===== src/hw/chan_reg_regs.svh =====
// Constants of the channel-indexed register bank: offsets, fields, defaults.
// Assumes a 13-bit register address taken from a 16-bit serial instruction.
//
// Operation
// - Decode config, index/transfer and global address regions
// - Lane select low resets to 0x3F
// - Local registers keep one copy per lane
// - Local write updates every selected lane copy
// - All selected on read returns first lane copy
// - Global registers single copy, index ignored
// - Port config reads three-wire, 16-bit addressing
// - Soft reset bit restores defaults, self-clears
// - Frame is 16-bit instruction then counted bytes, or streamed bytes until select rises for length code 3
// - Sample on rising, drive on falling edge
`ifndef CHAN_REG_REGS_SVH
`define CHAN_REG_REGS_SVH

`define ADDR_W 13
`define LANES 10
`define DATA_LANES 8
`define INSTR_BITS 16

// Register offsets
`define REG_CFG 13'h0000
`define REG_CHIP_ID 13'h0001
`define REG_GRADE 13'h0002
`define REG_IDX2 13'h0004
`define REG_IDX1 13'h0005
`define REG_TEST 13'h000D
`define REG_XFER 13'h00FF
`define REG_PWR 13'h0008
`define REG_CLK 13'h0009

// Field positions and masks
`define CFG_SOFT_RST 5
`define CFG_LSB_HI 6
`define CFG_LSB_LO 1
`define IDX2_MASK 8'h0F
`define IDX1_MASK 8'h3F
`define XFER_MASK 8'h01
`define PWR_MASK 8'h23
`define CLK_MASK 8'h01

// Reset values
`define IDX2_RST 8'h0F
`define IDX1_RST 8'h3F
`define XFER_RST 8'h00
`define PWR_RST 8'h00
`define CLK_RST 8'h01
`define TEST_RST 8'h00
`define STREAM_LEN 2'h3

`endif


===== src/hw/chan_reg_pkg.sv =====
// Types shared by the register bank and its testbench.
// Assumes chan_reg_regs.svh supplies the numeric constants.
package chan_reg_pkg;
  typedef logic [7:0] byte_t;
  typedef enum {ST_INSTR, ST_WDATA, ST_RDATA, ST_DONE} frame_state_t;
endpackage : chan_reg_pkg


===== src/hw/pin_sync.sv =====
// Three-stage pin synchroniser with agreement filter.
// Assumes the pin is asynchronous to i_mclk; output moves when stages 2 and 3 agree.
`timescale 1ns/1ns
module pin_sync #(
  parameter logic RST = 1'b0
) (
  // Clock and reset
  input wire logic i_mclk,
  input wire logic i_arst_n,
  // Pin and clean level
  input wire logic i_pin,
  output logic o_level
);
  logic meta_ff, mid_ff, late_ff, level_ff;
  logic nxt_level;

  ////////////////////////////////////////////////////////////////////////////
  // Level follows only once two settled stages agree, filtering single glitches
  always_comb begin
    nxt_level = level_ff;
    if (mid_ff == late_ff) begin
      nxt_level = late_ff;
    end
  end

  // Meta stage feeds only the mid stage
  always_ff @(posedge i_mclk or negedge i_arst_n) begin
    if (!i_arst_n) begin
      meta_ff <= RST;
      mid_ff <= RST;
      late_ff <= RST;
      level_ff <= RST;
    end else begin
      meta_ff <= i_pin;
      mid_ff <= meta_ff;
      late_ff <= mid_ff;
      level_ff <= nxt_level;
    end
  end

  assign o_level = level_ff;
endmodule : pin_sync


===== src/hw/chan_reg_bank.sv =====
// Serial-port register bank with per-lane local copies steered by two index registers.
// Assumes serial clock well below i_mclk/8 and a host that keeps the frame rules.
`timescale 1ns/1ns
`include "chan_reg_regs.svh"
module chan_reg_bank #(
  parameter chan_reg_pkg::byte_t CHIP_ID = 8'h5A, // Arbitrary identification value
  parameter chan_reg_pkg::byte_t GRADE = 8'h10    // Arbitrary grade value
) (
  // Clock and reset
  input wire logic i_mclk,
  input wire logic i_arst_n,
  // Serial port pins
  input wire logic i_sclk,
  input wire logic i_csb_n,
  input wire logic i_sdio,
  output logic o_sdio,
  output logic o_sdio_oe,
  // Register-driven controls
  output logic o_lsb_first,
  output logic [1:0] o_power_mode,
  output logic o_pdwn_standby,
  output logic o_duty_cycle_stabilizer,
  output logic o_transfer,
  output logic [`LANES*8-1:0] o_lane_test_mode
);
  import chan_reg_pkg::*;

  // Region check for the one local register
  function automatic logic is_local(input logic [`ADDR_W-1:0] a);
    return a == `REG_TEST;
  endfunction : is_local

  // Lowest selected data lane; none selected falls back to lane 0
  function automatic logic [3:0] low_lane(input logic [`DATA_LANES-1:0] s);
    logic [3:0] r;
    r = 4'h0;
    for (int i = `DATA_LANES - 1; i >= 0; i--) begin
      if (s[i]) begin
        r = 4'(i);
      end
    end
    return r;
  endfunction : low_lane

  ////////////////////////////////////////////////////////////////////////////
  // Pin synchronisers: sclk idles low, csb idles high
  localparam logic [2:0] SYNC_RST = 3'h2;
  logic [2:0] pins_raw, pins_s;
  assign pins_raw = {i_sdio, i_csb_n, i_sclk};
  genvar g;
  generate
    for (g = 0; g < 3; g++) begin : g_sync
      pin_sync #(.RST(SYNC_RST[g])) u_sync (
        .i_mclk(i_mclk),
        .i_arst_n(i_arst_n),
        .i_pin(pins_raw[g]),
        .o_level(pins_s[g])
      );
    end
  endgenerate

  logic sclk_s, csb_s, sdio_s, sclk_d_ff, sclk_rise, sclk_fall;
  assign sclk_s = pins_s[0];
  assign csb_s = pins_s[1];
  assign sdio_s = pins_s[2];
  assign sclk_rise = sclk_s & ~sclk_d_ff;
  assign sclk_fall = ~sclk_s & sclk_d_ff;

  ////////////////////////////////////////////////////////////////////////////
  // Register state
  logic lsb_ff, nxt_lsb;
  byte_t idx1_ff, nxt_idx1, idx2_ff, nxt_idx2, xfer_ff, nxt_xfer;
  byte_t pwr_ff, nxt_pwr, clk_ff, nxt_clk;
  byte_t lane_ff [`LANES];
  byte_t nxt_lane [`LANES];
  logic [`LANES-1:0] sel;
  byte_t cfg_rd, rd_val, rd_local;
  logic [`ADDR_W-1:0] rd_addr;

  // Select order: A..D, E..H data lanes, then frame clock, bit clock lanes
  assign sel = {idx1_ff[5], idx1_ff[4], idx2_ff[3:0], idx1_ff[3:0]};
  // Fixed three-wire, 16-bit address bits, nibble-mirrored bit order flag
  assign cfg_rd = {1'b0, lsb_ff, 1'b0, 1'b1, 1'b1, 1'b0, lsb_ff, 1'b0};
  // All-selected and partial both resolve to the lowest data lane
  assign rd_local = lane_ff[low_lane(sel[`DATA_LANES-1:0])];

  // Read mux; unknown addresses return zero with no side effect
  always_comb begin
    rd_val = 8'h00;
    case (rd_addr)
      `REG_CFG: rd_val = cfg_rd;
      `REG_CHIP_ID: rd_val = CHIP_ID;
      `REG_GRADE: rd_val = GRADE;
      `REG_IDX2: rd_val = idx2_ff;
      `REG_IDX1: rd_val = idx1_ff;
      `REG_XFER: rd_val = xfer_ff;
      `REG_PWR: rd_val = pwr_ff;
      `REG_CLK: rd_val = clk_ff;
      default: rd_val = is_local(rd_addr) ? rd_local : 8'h00;
    endcase
  end

  ////////////////////////////////////////////////////////////////////////////
  // Serial frame engine
  frame_state_t st_ff, nxt_st;
  logic [3:0] cnt_ff, nxt_cnt;
  logic [14:0] instr_ff, nxt_instr;
  logic [15:0] instr_full;
  logic [`ADDR_W-1:0] addr_ff, nxt_addr;
  logic [1:0] wlen_ff, nxt_wlen, bytes_ff, nxt_bytes;
  byte_t shift_ff, nxt_shift;
  logic out_ff, nxt_out, oe_ff, nxt_oe;
  logic wr_en;
  logic [`ADDR_W-1:0] wr_addr;
  byte_t wr_data;
  logic last_byte;

  assign instr_full = {instr_ff, sdio_s};
  assign rd_addr = (st_ff == ST_INSTR) ? instr_full[`ADDR_W-1:0] : addr_ff - 13'h0001;
  assign last_byte = (wlen_ff != `STREAM_LEN) && (bytes_ff == wlen_ff);

  // Bits enter on sclk rise, read bits leave on sclk fall; address steps down per byte
  always_comb begin
    nxt_st = st_ff;
    nxt_cnt = cnt_ff;
    nxt_instr = instr_ff;
    nxt_addr = addr_ff;
    nxt_wlen = wlen_ff;
    nxt_bytes = bytes_ff;
    nxt_shift = shift_ff;
    nxt_out = out_ff;
    nxt_oe = oe_ff;
    wr_en = 1'b0;
    wr_addr = addr_ff;
    wr_data = {shift_ff[6:0], sdio_s};
    if (csb_s) begin
      nxt_st = ST_INSTR;
      nxt_cnt = 4'h0;
      nxt_oe = 1'b0;
    end else if (sclk_rise) begin
      case (st_ff)
        ST_INSTR: begin
          nxt_instr = instr_full[14:0];
          nxt_cnt = cnt_ff + 4'h1;
          if (cnt_ff == 4'hF) begin
            nxt_addr = instr_full[`ADDR_W-1:0];
            nxt_wlen = instr_full[14:13];
            nxt_bytes = 2'h0;
            nxt_cnt = 4'h0;
            if (instr_full[15]) begin
              nxt_st = ST_RDATA;
              nxt_oe = 1'b1;
              nxt_shift = rd_val;
            end else begin
              nxt_st = ST_WDATA;
            end
          end
        end
        ST_WDATA: begin
          nxt_shift = wr_data;
          nxt_cnt = cnt_ff + 4'h1;
          if (cnt_ff == 4'h7) begin
            wr_en = 1'b1;
            nxt_cnt = 4'h0;
            nxt_addr = addr_ff - 13'h0001;
            nxt_bytes = bytes_ff + 2'h1;
            if (last_byte) begin
              nxt_st = ST_DONE;
            end
          end
        end
        ST_RDATA: begin
          nxt_cnt = cnt_ff + 4'h1;
          if (cnt_ff == 4'h7) begin
            nxt_cnt = 4'h0;
            nxt_addr = addr_ff - 13'h0001;
            nxt_bytes = bytes_ff + 2'h1;
            nxt_shift = rd_val;
            if (last_byte) begin
              nxt_st = ST_DONE;
            end
          end
        end
        default: nxt_st = st_ff;
      endcase
    end else if (sclk_fall && st_ff == ST_RDATA) begin
      nxt_out = shift_ff[7];
      nxt_shift = {shift_ff[6:0], 1'b0};
    end
  end

  always_ff @(posedge i_mclk or negedge i_arst_n) begin
    if (!i_arst_n) begin
      st_ff <= ST_INSTR;
      cnt_ff <= 4'h0;
      instr_ff <= 15'h0000;
      addr_ff <= 13'h0000;
      wlen_ff <= 2'h0;
      bytes_ff <= 2'h0;
      shift_ff <= 8'h00;
      out_ff <= 1'b0;
      oe_ff <= 1'b0;
      sclk_d_ff <= 1'b0;
    end else begin
      st_ff <= nxt_st;
      cnt_ff <= nxt_cnt;
      instr_ff <= nxt_instr;
      addr_ff <= nxt_addr;
      wlen_ff <= nxt_wlen;
      bytes_ff <= nxt_bytes;
      shift_ff <= nxt_shift;
      out_ff <= nxt_out;
      oe_ff <= nxt_oe;
      sclk_d_ff <= sclk_s;
    end
  end

  ////////////////////////////////////////////////////////////////////////////
  // Register writes; soft reset reloads every default; its own bit is not stored, so it reads back clear
  always_comb begin
    nxt_lsb = lsb_ff;
    nxt_idx1 = idx1_ff;
    nxt_idx2 = idx2_ff;
    nxt_xfer = xfer_ff;
    nxt_pwr = pwr_ff;
    nxt_clk = clk_ff;
    for (int k = 0; k < `LANES; k++) begin
      nxt_lane[k] = lane_ff[k];
    end
    if (wr_en) begin
      case (wr_addr)
        `REG_CFG: begin
          if (wr_data[`CFG_SOFT_RST]) begin
            nxt_lsb = 1'b0;
            nxt_idx1 = `IDX1_RST;
            nxt_idx2 = `IDX2_RST;
            nxt_xfer = `XFER_RST;
            nxt_pwr = `PWR_RST;
            nxt_clk = `CLK_RST;
            for (int k = 0; k < `LANES; k++) begin
              nxt_lane[k] = `TEST_RST;
            end
          end else begin
            nxt_lsb = wr_data[`CFG_LSB_HI] | wr_data[`CFG_LSB_LO];
          end
        end
        `REG_IDX2: nxt_idx2 = wr_data & `IDX2_MASK;
        `REG_IDX1: nxt_idx1 = wr_data & `IDX1_MASK;
        `REG_XFER: nxt_xfer = wr_data & `XFER_MASK;
        `REG_PWR: nxt_pwr = wr_data & `PWR_MASK;
        `REG_CLK: nxt_clk = wr_data & `CLK_MASK;
        default: begin
          if (is_local(wr_addr)) begin
            for (int k = 0; k < `LANES; k++) begin
              if (sel[k]) begin
                nxt_lane[k] = wr_data;
              end
            end
          end
        end
      endcase
    end
  end

  always_ff @(posedge i_mclk or negedge i_arst_n) begin
    if (!i_arst_n) begin
      lsb_ff <= 1'b0;
      idx1_ff <= `IDX1_RST;
      idx2_ff <= `IDX2_RST;
      xfer_ff <= `XFER_RST;
      pwr_ff <= `PWR_RST;
      clk_ff <= `CLK_RST;
      for (int k = 0; k < `LANES; k++) begin
        lane_ff[k] <= `TEST_RST;
      end
    end else begin
      lsb_ff <= nxt_lsb;
      idx1_ff <= nxt_idx1;
      idx2_ff <= nxt_idx2;
      xfer_ff <= nxt_xfer;
      pwr_ff <= nxt_pwr;
      clk_ff <= nxt_clk;
      for (int k = 0; k < `LANES; k++) begin
        lane_ff[k] <= nxt_lane[k];
      end
    end
  end

  ////////////////////////////////////////////////////////////////////////////
  // Outputs
  assign o_sdio = out_ff;
  assign o_sdio_oe = oe_ff;
  assign o_lsb_first = lsb_ff;
  assign o_power_mode = pwr_ff[1:0];
  assign o_pdwn_standby = pwr_ff[5];
  assign o_duty_cycle_stabilizer = clk_ff[0];
  assign o_transfer = xfer_ff[0];
  generate
    for (g = 0; g < `LANES; g++) begin : g_lane_out
      assign o_lane_test_mode[g*8 +: 8] = lane_ff[g];
    end
  endgenerate
endmodule : chan_reg_bank


===== config.mk =====
export PLATFORM = sky130hd
export DESIGN_NAME = chan_reg_bank
export DESIGN_NICKNAME = d
export VERILOG_FILES = /design/src/hw/chan_reg_pkg.sv /design/src/hw/pin_sync.sv /design/src/hw/chan_reg_bank.sv
export VERILOG_INCLUDE_DIRS = /design/src /design/src/hw
export SDC_FILE = /design/constraint.sdc
export NUM_CORES = 1
export LEC_CHECK = 0
export BUFFER_PORTS_ARGS = -buffer_cell sky130_fd_sc_hd__buf_2
export CELL_PAD_IN_SITES_DETAIL_PLACEMENT = 0
export CELL_PAD_IN_SITES_GLOBAL_PLACEMENT = 1
export CORE_ASPECT_RATIO = 0.75
export CORE_MARGIN = 2
export CORE_UTILIZATION = 48
export DETAILED_ROUTE_END_ITERATION = 7
export PLACE_DENSITY = 0.84
export SYNTH_ARGS = -nofsm -noshare
export SYNTH_HDL_FRONTEND = slang
export SYNTH_HIERARCHICAL = 1
export SYNTH_SLANG_ARGS = --single-unit

===== constraint.sdc =====
create_clock -name i_mclk -period 7.6 [get_ports i_mclk]
set_clock_uncertainty 0.15 [all_clocks]
set_input_delay 0.38 -clock i_mclk [delete_from_list [all_inputs] [get_ports i_mclk]]
set_output_delay 0.38 -clock i_mclk [all_outputs]
set_load 0.01 [all_outputs]

== Word-level counts from Yosys, hierarchy flattened ==
Index checks and enable logic that the tools add are counted.

* Word-level logic and storage cells: 210
* Output and inout bits: 88
* Register bits after elaboration: 212
* Input port bits: 5

* Reduce and logical (&&, ||, !) cells: 55
* Equal/unequal tests: 34
* Add/sub/neg operators: 3
* Muxes and demuxes: 70
* Bitwise logic cells: 9
* Order comparisons: 1

{| class="wikitable"
|+ Operators with widths
! kind !! count
|-
| $mux 8 || 22
|-
| $mux 32 || 5
|-
| $mux 80 || 2
|-
| $pmux 80 s2 || 1
|-
| $pmux 8 s2 || 5
|-
| $eq 13x4->1 const B || 6
|-
| $logic_not 32->1 || 2
|-
| $pmux 32 s2 || 1
|-
| $pmux 8 s8 || 1
|-
| $reduce_and 5->1 || 12
|-
| $eq 13x3->1 const B || 4
|-
| $reduce_bool 2->1 || 22
|-
| $mux 13 || 3
|-
| $bmux 8 s4 || 1
|-
| $eq 32x1->1 const B || 1
|-
| $eq 32x2->1 const B || 1
|-
| $eq 32x3->1 const B || 1
|-
| $eq 13x8->1 const B || 2
|-
| $logic_not 13->1 || 2
|-
| $pmux 13 s2 || 1
|-
| $mux 3 || 8
|-
| $pmux 8 s3 || 1
|-
| $reduce_and 3->1 || 7
|-
| $mux 4 || 4
|-
| 31 further kinds || 57
|}

== Longest topological paths before layout ==
Gate-level depths: netlist of the first run.

* Word-level depth: 18
* Mapped depth: 12
* Gate-level depth less buffers: 9

== Hierarchy ==
The synthesis of the first run kept the hierarchy.

{| class="wikitable"
|+ Modules (own cells, without submodules)
! module !! cells each !! area each (um2) !! instances !! seq. area each (um2)
|-
| chan_reg_bank || 904 || 7805.0 || 1 || 3642.2
|-
| pin_sync (g_sync[0].u_sync ...) || 5 || 111.4 || 2 || 100.1
|-
| pin_sync (g_sync[1].u_sync) || 5 || 116.4 || 1 || 105.1
|}

== Worst setup path after synthesis of the first run ==
No wires, ideal clock.

* Path type: reg2reg
* Start: reg addr_ff[0]
* End: reg shift_ff[0]
* Library setup time: 104 ps
* Cell stages (with the launch flop): 11
* Arrival: 2615 ps
* Buffers on the path: 1
* Clock period less this slack: 2869 ps
* Path slack: 4731 ps
* Cells stage by stage: dfrtp_1 > buf_6 > inv_1 > ha_1 > or3b_2 > a221oi_2 > and2_1 > nand2_1 > o311a_1 > a2111o_1 > a221oi_1

* Word-level cells in the longest chain between the ends: 9

{| class="wikitable"
|+ RTL lines
! what !! RTL line !! RTL
|-
| start: declaration || chan_reg_bank.sv:109 || <nowiki>logic [`ADDR_W-1:0] addr_ff, nxt_addr;</nowiki>
|-
| start signal: assignment || chan_reg_bank.sv:208 || <nowiki>addr_ff <= nxt_addr;</nowiki>
|-
| $sub 13x1->13 * || chan_reg_bank.sv:119 || <nowiki>assign rd_addr = (st_ff == ST_INSTR) ? instr_full[`ADDR_W-1:0] : addr_ff - 13'h0001;</nowiki>
|-
| $mux 13 * || chan_reg_bank.sv:119 ||
|-
| $eq 13x4->1 (no line) || - ||
|-
| $mux 8 || chan_reg_bank.sv:99 || <nowiki>default: rd_val = is_local(rd_addr) ? rd_local : 8'h00;</nowiki>
|-
| $pmux 8 s8 * || chan_reg_bank.sv:90 || <nowiki>case (rd_addr)</nowiki>
|-
| $mux 8 || chan_reg_bank.sv:150 || <nowiki>if (instr_full[15]) begin</nowiki>
|-
| $mux 8 || chan_reg_bank.sv:145 || <nowiki>if (cnt_ff == 4'hF) begin</nowiki>
|-
| $pmux 8 s3 * || chan_reg_bank.sv:141 || <nowiki>case (st_ff)</nowiki>
|-
| $mux 8 * || chan_reg_bank.sv:140 || <nowiki>end else if (sclk_rise) begin</nowiki>
|-
| end signal: assignment || chan_reg_bank.sv:211 || <nowiki>shift_ff <= nxt_shift;</nowiki>
|-
| end: declaration || chan_reg_bank.sv:111 || <nowiki>byte_t shift_ff, nxt_shift;</nowiki>
|}

Every way passes the cells marked *; elsewhere a longest branch is shown, timed or not. The select of a mux whose other input is x is not followed.
A chain may end at the register's enable or synchronous reset.

== Final worst setup path of the first run ==
* Start: reg addr_ff[0]
* End: reg lane_ff, in the netlist o_lane_test_mode[69]

* Word-level cells in the longest chain between the ends: 4

{| class="wikitable"
|+ RTL lines
! what !! RTL line !! RTL
|-
| $eq 13x4->1 (tied with other cells) || chan_reg_bank.sv:231 || <nowiki>case (wr_addr)</nowiki>
|-
| $reduce_or 5->1 (no line) || - ||
|-
| $not 1->1 (no line) || - ||
|-
| $reduce_and 5->1 (no line) || - ||
|-
| end signal: indexed assignment || chan_reg_bank.sv:274 || <nowiki>lane_ff[k] <= `TEST_RST;</nowiki>
|-
| end signal: indexed assignment || chan_reg_bank.sv:284 || <nowiki>lane_ff[k] <= nxt_lane[k];</nowiki>
|-
| end: declaration || chan_reg_bank.sv:74 || <nowiki>byte_t lane_ff [`LANES];</nowiki>
|}

Several ways; a longest one is shown, not always the timed one.

==> results of run 1 <==
## final cells by class
cell class / instances / share of cell area
Tap cell: 215 / 0.02901
Timing Repair Buffer: 101 / 0.05870
Multi-Input combinational cell: 688 / 0.4194
Clock inverter: 13 / 0.01174
Sequential cell: 157 / 0.4257
Clock buffer: 18 / 0.04736
Inverter: 20 / 0.008096
## metal layers
layer  global-route usage  share of wire  up-vias
met5                    0              0        -
met4              0.07099          0.011        0
met3              0.07622          0.094       23
met2               0.3509           0.39      299
met1               0.4227           0.50     3451
li1                     -              -     3341
## synth_stat cells (5+ instances only)
master / count
o22a_1: 5
and3_1: 17
o21ai_0: 54
inv_1: 20
nor2b_1: 7
a22oi_1: 5
a311oi_1: 8
nor3_1: 15
clkbuf_1: 39
dfstp_2: 15
nand2_1: 271
o31ai_1: 6
nor4_1: 11
mux2_2: 20
o22ai_1: 11
o21ai_1: 10
mux2i_1: 22
buf_4: 6
a21oi_1: 34
ha_1: 8
a211oi_1: 7
nand3b_1: 6
buf_2: 6
nand2b_1: 5
nand3_1: 27
nor2_1: 47
dfrtp_1: 142
## timing repair
item                                   CTS  global route
endpoints found under the hold margin  101             0
hold buffers                             4             0
setup endpoints to repair                0             0
## metrics by stage
step / area (µm²) / std cells / hold WS (ns)
2_1_floorplan: 8144 / 919 / -0.06559
3_3_place_gp: 8685 / 1177 / 0.1840
3_5_place_dp: 8685 / 1177 / 0.1855
4_1_cts: 9273 / 1212 / 0.2003
5_1_grt: 9273 / 1212 / 0.2113
6_report: 9273 / 1212 / 0.1992
## where the power goes
part / switching [mW] / internal [mW] / leakage [nW]
combinational: 0.372 / 0.233 / 2.11
sequential: 0.147 / 0.906 / 2.08
clock: 0.374 / 0.432 / 0.262
## worst max path at each step
stage / from / end / slack, ns / cells past startpoint
5_1_grt: addr_ff[0]$_DFFE_PN0P_ / o_lane_test_mode[64]$_DFFE_PN0P_ / 3.62 / 9
6_report: addr_ff[0]$_DFFE_PN0P_ / o_lane_test_mode[69]$_DFFE_PN0P_ / 3.92 / 9
4_1_cts: addr_ff[0]$_DFFE_PN0P_ / o_lane_test_mode[69]$_DFFE_PN0P_ / 3.95 / 9
3_5_place_dp: addr_ff[0]$_DFFE_PN0P_ / o_lane_test_mode[69]$_DFFE_PN0P_ / 3.95 / 9
2_1_floorplan: addr_ff[0]$_DFFE_PN0P_ / shift_ff[0]$_DFFE_PN0P_ / 4.73 / 10
3_3_place_gp: addr_ff[0]$_DFFE_PN0P_ / o_lane_test_mode[64]$_DFFE_PN0P_ / 4.02 / 9
## sequential cells by signal, summed over array words and instances (netlist names)
register and count:
xfer_ff 1, idx1_ff 6, idx2_ff 4, g_sync.u_sync/meta_ff 3
shift_ff 8, g_sync.u_sync/o_level 3, o_lane_test_mode 80, g_sync.u_sync/mid_ff 3
instr_ff 15, o_sdio_oe 1, bytes_ff 2, st_ff 2
o_lsb_first 1, pwr_ff 3, sclk_d_ff 1, cnt_ff 4
clk_ff 1, g_sync.u_sync/late_ff 3, o_sdio 1, addr_ff 13
wlen_ff 2
## cells by family after synthesis
logic type,count (synthesis)
AO/OA/AOI/OAI,187
AND/OR/NAND/NOR,440
XOR/XNOR,7
multiplexers,43
flip-flops,157
buffers and inverters,74
adder cells (fa/ha/maj),11
==> results.toml, run 1 <==
[yosys]
synth.area.top_cells = "dfrtp_1 (44%), nand2_1 (12%), dfstp_2 (4.8%), o21ai_0 (3.3%), mux2_2 (2.8%)"
netlist_instances = 919
synth_compound_area_frac = 0.1524
synthAdderAreaFrac = 0.01644
synthFlopType = "dfrtp_1"
synthMuxAreaShare = 0.05746
synth_top_area_frac = 0.4363
async_reset_ff_frac = 1.000
synth_edf_count = 0
yosysTopAreaCell = "dfrtp_1"
netlist_area_um2 = 8144
synth_warnings = 6
yosys.area_share.simple = 0.2423
ys_seq_elements = 157
synth_xor_area_frac = 0.007528
synth_cell_types = 79
ys_seq_area_frac = 0.4847
synth_top_family_by_area = "simple AND/OR/NAND/NOR gates"
syn_area_per_cell_um2 = 8.862
synth_fp_nets = 932

[global_route]
grt_pass1_vias = 6468
grt-ovfl-total = 0
grt_pass1_wl_um = 36830
antenna_found_initial = 0
grt_start_max_net_pins = 105
grt_use_total = 0.2667

[timing]
grt_setup_unrepaired = "false"
finalSetupViolations = 0
finalWorstSetupSlack_ns = 3.920
hold_viol = 0
finalMaxSlewViolations = 0
setup-tns-final_ns = 0
fin_crit_sh = 0.4842
tightest_slew_ns = 1.199
fin_crit_ns = 3.680
max_slew_margin = 0.1960
fmax_ghz = 0.2718

[die]
die_x_um = 154.4
start_util = 0.4870
die_area_um2 = 18040
die_h_um = 116.8
ios = 93
core_area_um2 = 16720
fp-row-count = 41

[worst_hold_path]
hp-class = "reg2reg"
worstHoldEndpoint = "g_sync[2].u_sync/mid_ff$_DFF_PN0_"
hold_start = "g_sync[2].u_sync/meta_ff$_DFF_PN0_"
min_path_cells = 0

[finish]
nets = 998
multi_input_area_um2 = 3889
final_common_cell = "nand2_1"
fin_util = 0.5545
syn2layout_area_growth_pct = 13.86
final_cell_mix = "nand2_1 (271), dfrtp_1 (142), buf_2 (91)"
antenna-diode-count = 0
register_area_um2 = 3948
drive_above_1_share = 0.1866
fillers = 1573

[place]
dp_slack_ns = 3.951
hpwl_um = 16450
gp_congestion = 0.9289
numPortBuffers = 92

[worst_setup_path]
crit_top_cell = "nand2_1"
reg2reg_from = "addr_ff[0]$_DFFE_PN0P_"
start_kind = "flip-flop"
path_class = "reg2reg"
path_max_fanout = 22
reg2reg_depth = 9
endpoint_kind = "flip-flop"
critPathSlowestCell = "or3b_2"
worstPathBufferInverterCount = 1
cpPeakStageDelay_ns = 0.55
path_cells = "inv_1 > ha_1 > or3b_2 > nor2_1 > nand2_1 > nor2_2 > o21ai_1 > nand2_1 > o21ai_0"
crit_family = "simple AND/OR/NAND/NOR gates"
arrival_ns = 3.80
r2r_slack_ns = 3.92
r2r-end = "o_lane_test_mode[69]$_DFFE_PN0P_"
worstPathRequired_ns = 7.72

[power_and_ir_drop]
p_per_area_nw_per_um2 = 265.7
finalPower_mw = 2.463
leakagePower_nw = 4.450
ir_drop_uv = 153.1

[detailed_routing]
vias_per_cell = 5.870
drt_iter0_drc = 841
ant_nets = 0
vias = 7114
dr.pass1.iters = 5
drc_errors = 0
wl_per_cell_um = 19.25
route.final.wire_length_um = 23330

[clocking]
cts-buffers-inserted = 17
cts_resized = 0
post_cts_buffers = 0
htree_levels = 4
cts.sinks = 157
max-clock-path-buffers = 2
clkLatencyLatePin_ns = 0.43
clk_pin_slew_ns = 0.07
clock-root-buffer = "clkbuf_16"
cts_tree = "yes"

[run]
drv_cap = 0

[outcome]
status = "completed"
Power figures use the tool's default switching activity.
==> run 2, diff against run 1 <==
--- a/config.mk
+++ b/config.mk
@@ -6,14 +6,15 @@
 export SDC_FILE = /design/constraint.sdc
 export NUM_CORES = 1
 export LEC_CHECK = 0
+export ABC_AREA = 1
 export BUFFER_PORTS_ARGS = -buffer_cell sky130_fd_sc_hd__buf_2
 export CELL_PAD_IN_SITES_DETAIL_PLACEMENT = 0
 export CELL_PAD_IN_SITES_GLOBAL_PLACEMENT = 1
 export CORE_ASPECT_RATIO = 0.75
 export CORE_MARGIN = 2
-export CORE_UTILIZATION = 48
+export CORE_UTILIZATION = 39
 export DETAILED_ROUTE_END_ITERATION = 7
-export PLACE_DENSITY = 0.84
+export PLACE_DENSITY = 0.75
 export SYNTH_ARGS = -nofsm -noshare
 export SYNTH_HDL_FRONTEND = slang
 export SYNTH_HIERARCHICAL = 1
==> constraint.sdc (replaced) <==
create_clock -name i_mclk -period 3.2 [get_ports i_mclk]
set_clock_uncertainty 0.15 [all_clocks]
set_input_delay 0.16 -clock i_mclk [delete_from_list [all_inputs] [get_ports i_mclk]]
set_output_delay 0.16 -clock i_mclk [all_outputs]
set_load 0.01 [all_outputs]
==> run 2 against run 1 <==
Clock power grew 140%. Register-to-register slack worse by 3.5 ns. Die area increased by 21%. Global-route usage fell by 4.4 points. Critical path type unchanged. Largest cell class unchanged. Largest power group unchanged.
==> results.toml, run 2 <==
[outcome]
status = "completed"

[power_and_ir_drop]
leakagePower_nw = 4.579
ir_drop_uv = 402.0
p_per_area_nw_per_um2 = 704.2

[worst_setup_path]
cpPeakStageDelay_ns = 0.37
critPathSlowestCell = "dfrtp_1"
worstPathRequired_ns = 3.32
path_max_fanout = 16
reg2reg_from = "addr_ff[8]$_DFFE_PN0P_"
worstPathBufferInverterCount = 4
arrival_ns = 2.95
r2r-end = "o_lane_test_mode[8]$_DFFE_PN0P_"
reg2reg_depth = 15
r2r_slack_ns = 0.37
endpoint_kind = "flip-flop"
path_class = "reg2reg"
start_kind = "flip-flop"
crit_family = "simple AND/OR/NAND/NOR gates"
path_cells = "inv_1 > nand2_2 > nor2_2 > nand2_2 > nor2_2 > inv_1 > nor2_4 > nand2_4 > clkinv_4 > a31oi_1 > nor4_4 > buf_4 > o21ai_2 > nand2_1 > o21ai_1"

[detailed_routing]
vias = 7382
ant_nets = 0
drc_errors = 0
drt_iter0_drc = 718
wl_per_cell_um = 16.92
route.final.wire_length_um = 23490
dr.pass1.iters = 5
vias_per_cell = 5.318

[finish]
fin_util = 0.4659
nets = 1131
final_common_cell = "nand2_1"
antenna-diode-count = 0
largest_reg_flops = 80
drive_above_1_share = 0.1664
syn2layout_area_growth_pct = 17.26
final_cell_mix = "nand2_1 (240), dfrtp_1 (142), inv_1 (128)"
fillers = 2085
final_cells = 1388

[clocking]
cts_tree = "yes"
post_cts_buffers = 0
clock-root-buffer = "clkbuf_16"
htree_levels = 4
clk_pin_slew_ns = 0.07
max-clock-path-buffers = 2
cts.sinks = 157
clkLatencyLatePin_ns = 0.42
cts-buffers-inserted = 17

[place]
hpwl_um = 17130
gp_congestion = 0.8930
dp_slack_ns = 0.1492
numPortBuffers = 92
place_inst = 1353

[worst_hold_path]
hp-class = "in2async"

[yosys]
synth.area.top_cells = "dfrtp_1 (44%), nand2_1 (11%), nand3_1 (6.5%), inv_1 (6.0%), dfstp_2 (4.9%)"
ys_seq_elements = 157
synth_top_area_frac = 0.4412
syn_area_per_cell_um2 = 7.958
synth_common_cells = "nand2_1 (241), dfrtp_1 (142), inv_1 (128), nand3_1 (104), o21ai_1 (77)"
ys_seq_area_frac = 0.4901
synth_warnings = 6
synthFlopType = "dfrtp_1"
yosysTopAreaCell = "dfrtp_1"
async_reset_ff_frac = 1.000
synth_fp_nets = 1025
synth_edf_count = 0
netlist_area_um2 = 8054
synth.most_common_cell = "nand2_1"
netlist_instances = 1012
synth_cell_types = 40

[die]
ios = 93
die_x_um = 169.9
die_h_um = 128.5
core_area_um2 = 20270
start_util = 0.3973
fp-row-count = 45
die_area_um2 = 21830

[timing]
tightest_slew_ns = 0.7721
finalSetupViolations = 0
grt_setup_unrepaired = "false"
fin_crit_sh = 0.8840
fin_crit_ns = 2.829
finalWorstSetupSlack_ns = 0.3712
finalMaxSlewViolations = 0
setup-tns-final_ns = 0
hold_viol = 0
fmax_ghz = 0.3535
max_slew_margin = 0.4853

[global_route]
grt-ovfl-total = 0
grt_pass1_vias = 6708
antenna_found_initial = 0
grt_use_total = 0.2222
grt_start_max_net_pins = 66
grt_pass1_wl_um = 37520

[run]
drv_cap = 0
-- run 2: cell types whose count changed after synthesis, moves of 19 or more --
cell,delta
mux2_2,-20
o21ai_1,+67
nand2_1,-30
nand3_1,+77
clkbuf_1,-19
inv_1,+108
mux2i_1,-22
-- run 2: what timing repair did --
action / CTS / global route
gates resized for setup: 0 / 4
hold buffers: 4 / 0
setup endpoints to repair: 0 / 7
hold endpoints to repair: 58 / 0
-- run 2: power breakdown --
group	internal, mW	switching (mW)	total [mW]
logic	0.612	1.65	2.26
registers	2.20	0.234	2.43
clock network	1.09	0.872	1.96
total	3.90	2.75	6.65
-- run 2: through the flow --
step	hold WS [ns]	cell area (µm²)	power, mW
6_report	0.1272	9444	6.650
5_1_grt	0.1691	9444	7.076
4_1_cts	0.1391	9437	6.659
2_1_floorplan	-0.2856	8054	3.899
3_3_place_gp	0.01858	8835	4.686
3_5_place_dp	0.02247	8835	4.672
-- run 2: how the worst max path moves through the flow --
stage / startpoint / slack (ns) / cells after the start / to
3_3_place_gp: addr_ff[1]$_DFFE_PN0P_ / 0.25 / 15 / shift_ff[1]$_DFFE_PN0P_
2_1_floorplan: addr_ff[8]$_DFFE_PN0P_ / 0.59 / 15 / o_lane_test_mode[77]$_DFFE_PN0P_
3_5_place_dp: addr_ff[1]$_DFFE_PN0P_ / 0.15 / 15 / shift_ff[1]$_DFFE_PN0P_
6_report: addr_ff[8]$_DFFE_PN0P_ / 0.37 / 15 / o_lane_test_mode[8]$_DFFE_PN0P_
4_1_cts: addr_ff[1]$_DFFE_PN0P_ / 0.15 / 15 / shift_ff[1]$_DFFE_PN0P_
5_1_grt: addr_ff[1]$_DFFE_PN0P_ / 0.06 / 16 / shift_ff[5]$_DFFE_PN0P_
-- run 2: kinds of logic after synthesis --
family	count (synthesis)	synth area share
flip-flops	157	0.4901
AO/OA/AOI/OAI	223	0.1558
XOR/XNOR	3	0.003263
adder cells (fa/ha/maj)	8	0.01243
buffers and inverters	161	0.08513
AND/OR/NAND/NOR	460	0.2532
-- run 2: layout make-up --
cell class                 count  area (µm²)  area share
clock buffer                  18       429.2     0.04544
clock inverter                13       132.6     0.01404
inverter                     130       493.0     0.05220
multi-input combinational    694        3435      0.3637
sequential                   157        3948      0.4180
tap                          258       322.8     0.03418
timing repair buffer         118       684.4     0.07247
-- run 2: metal layers --
metal	global-route usage	wire length, µm
met1	0.3512	12000
met2	0.3114	9560
met3	0.04614	1769
met4	0.04525	157
met5	0	0
==> run 3, diff against run 2 <==
--- a/config.mk
+++ b/config.mk
@@ -6,13 +6,13 @@
 export SDC_FILE = /design/constraint.sdc
 export NUM_CORES = 1
 export LEC_CHECK = 0
-export ABC_AREA = 1
+export ABC_AREA = 0
 export BUFFER_PORTS_ARGS = -buffer_cell sky130_fd_sc_hd__buf_2
 export CELL_PAD_IN_SITES_DETAIL_PLACEMENT = 0
 export CELL_PAD_IN_SITES_GLOBAL_PLACEMENT = 1
 export CORE_ASPECT_RATIO = 0.75
 export CORE_MARGIN = 2
-export CORE_UTILIZATION = 39
+export CORE_UTILIZATION = 40
 export DETAILED_ROUTE_END_ITERATION = 7
 export PLACE_DENSITY = 0.75
 export SYNTH_ARGS = -nofsm -noshare
==> run 3 against run 2 <==
Sequential share of layout area decreased by 1.5 points. Combinational power fell by 25%. Via count shrank 2.3%. Critical path depth shrank 6. Core utilization grew 2.1 points. Global-route usage up 2.3 points. Clock power increased by 14%. Die area is 1.4% lower. Non-clock buffer count rose by 28. Critical endpoint is now shift_ff[4]$_DFFE_PN0P_. Highest routed layer unchanged.
==> results.toml, run 3 (synthesis gave the netlist of run 1 again) <==
[timing]
finalSetupViolations = 0
hold_viol = 0
tightest_slew_ns = 0.9323
fmax_ghz = 0.3338
max_slew_margin = 0.3785
grt_setup_unrepaired = "false"
setup-tns-final_ns = 0
fin_crit_sh = 0.9362
finalMaxSlewViolations = 0
fin_crit_ns = 2.996

[power_and_ir_drop]
switchingPower_mw = 2.260
seqPwrFrac = 0.383
intPower_mw = 4.107
leakagePower_nw = 4.734
p_per_area_nw_per_um2 = 650.5
ir_drop_uv = 418.7
p_sw_frac = 0.3550
p_comb_frac = 0.268
power_frac_clock = 0.350

[finish]
final_cell_mix = "nand2_1 (271), dfrtp_1 (142), buf_2 (91)"
largest_reg_flops = 80
syn2layout_area_growth_pct = 20.17
final_cells = 1301
final_area_um2 = 9787
antenna-diode-count = 0
drive_above_1_share = 0.2253
nets = 1043
final_common_cell = "nand2_1"

[worst_setup_path]
cpPeakStageDelay_ns = 0.54
path_max_fanout = 9
start_kind = "flip-flop"
critPathSlowestCell = "or3b_2"
path_class = "reg2reg"
path_cells = "inv_1 > ha_1 > or3b_2 > a21oi_1 > o31ai_1 > o2bb2ai_2 > o31a_1 > o21a_1 > a22oi_1"
arrival_ns = 3.14
worstPathRequired_ns = 3.35
endpoint_kind = "flip-flop"

[worst_hold_path]
hp-class = "reg2reg"

[clocking]
clkLatencyLatePin_ns = 0.43
htree_levels = 4
clock-root-buffer = "clkbuf_16"
max-clock-path-buffers = 2
cts_tree = "yes"
clk_pin_slew_ns = 0.07
cts-buffers-inserted = 17
cts.sinks = 157

[detailed_routing]
vias_per_cell = 5.543
vias = 7211
route.final.wire_length_um = 25560
drt_iter0_drc = 636
ant_nets = 0
wl_per_cell_um = 19.65
dr.pass1.iters = 6
drc_errors = 0

[outcome]
status = "completed"

[place]
place_area_um2 = 9076
hpwl_um = 18450
gp_congestion = 1.002
place_inst = 1265
numPortBuffers = 92

[die]
fp-row-count = 45
die_h_um = 127.6
die_area_um2 = 21530
start_util = 0.4052
ios = 93
die_x_um = 168.8
core_area_um2 = 20100

[global_route]
antenna_found_initial = 0
grt_pass1_wl_um = 40380
grt_pass1_vias = 6687
grt_start_max_net_pins = 96
grt-ovfl-total = 0
grt_use_total = 0.2449

[run]
drv_cap = 0
## run 3: area by class of cell
| class | count | area (µm²) |
|---|---|---|
| clock inverters | 14 | 205.2 |
| fillers | 1950 | 10310 |
| multi-input cells | 688 | 3915 |
| clock buffers | 18 | 439.2 |
| flip-flops and latches | 157 | 3948 |
| well taps | 258 | 322.8 |
| repair buffers | 146 | 882.1 |
| inverters | 20 | 75.07 |
## run 3: critical path, delay by kind of cell, from the launching register on
family / cells / cell delay, ns
AO/OA/AOI/OAI: 6 / 1.29
AND/OR/NAND/NOR: 1 / 0.54
flip-flops: 1 / 0.42
adder cells (fa/ha/maj): 1 / 0.37
buffers and inverters: 1 / 0.12
## run 3: path summary, 6_finish.rpt
kind	startpoint	slack [ns]	end	depth (start not counted)
worst min register to register	g_sync[2].u_sync/meta_ff$_DFF_PN0_	0.20	g_sync[2].u_sync/mid_ff$_DFF_PN0_	0
worst min-delay path	g_sync[2].u_sync/meta_ff$_DFF_PN0_	0.20	g_sync[2].u_sync/mid_ff$_DFF_PN0_	0
worst max register to register	addr_ff[1]$_DFFE_PN0P_	0.20	shift_ff[4]$_DFFE_PN0P_	9
max in group asynchronous	i_arst_n	1.70	idx1_ff[4]$_DFFE_PN1P_	3
min in group asynchronous	i_arst_n	0.23	instr_ff[12]$_DFFE_PN0P_	2
worst max-delay path	addr_ff[1]$_DFFE_PN0P_	0.20	shift_ff[4]$_DFFE_PN0P_	9
## run 3: through the flow
step | utilization | total power, mW | setup WS (ns) | hold slack [ns]
finish | 0.4869 | 6.367 | 0.2040 | 0.1995
floorplan | - | 3.564 | 0.3309 | -0.2856
global placement | 0.4515 | 4.110 | 0.2679 | 0.1160
global route | 0.4869 | 6.686 | 0.003244 | 0.2053
detailed placement | 0.4515 | 4.107 | 0.2437 | 0.1162
CTS | 0.4856 | 6.341 | 0.2160 | 0.2008
## run 3: power groups by stage
stage,Sequential (mW),Clock (mW),Combinational (mW)
3_3_place_gp,2.46,0,1.65
5_1_grt,2.46,2.35,1.87
6_report,2.44,2.23,1.70
3_5_place_dp,2.46,0,1.64
2_1_floorplan,2.32,0,1.25
4_1_cts,2.43,2.25,1.66
## run 3: routing by layer
metal | track usage | wire, µm
met1 | 0.3998 | 13410
met2 | 0.3221 | 10110
met3 | 0.05700 | 1895
met4 | 0.04919 | 151
met5 | 0 | 0
## run 3: timing repair
action                     4_1_cts  5_1_grt
setup endpoints to repair        0       14
setup buffers                    0        0
hold endpoints to repair        83        0
gates resized for setup          0        4
hold buffers                     4        0
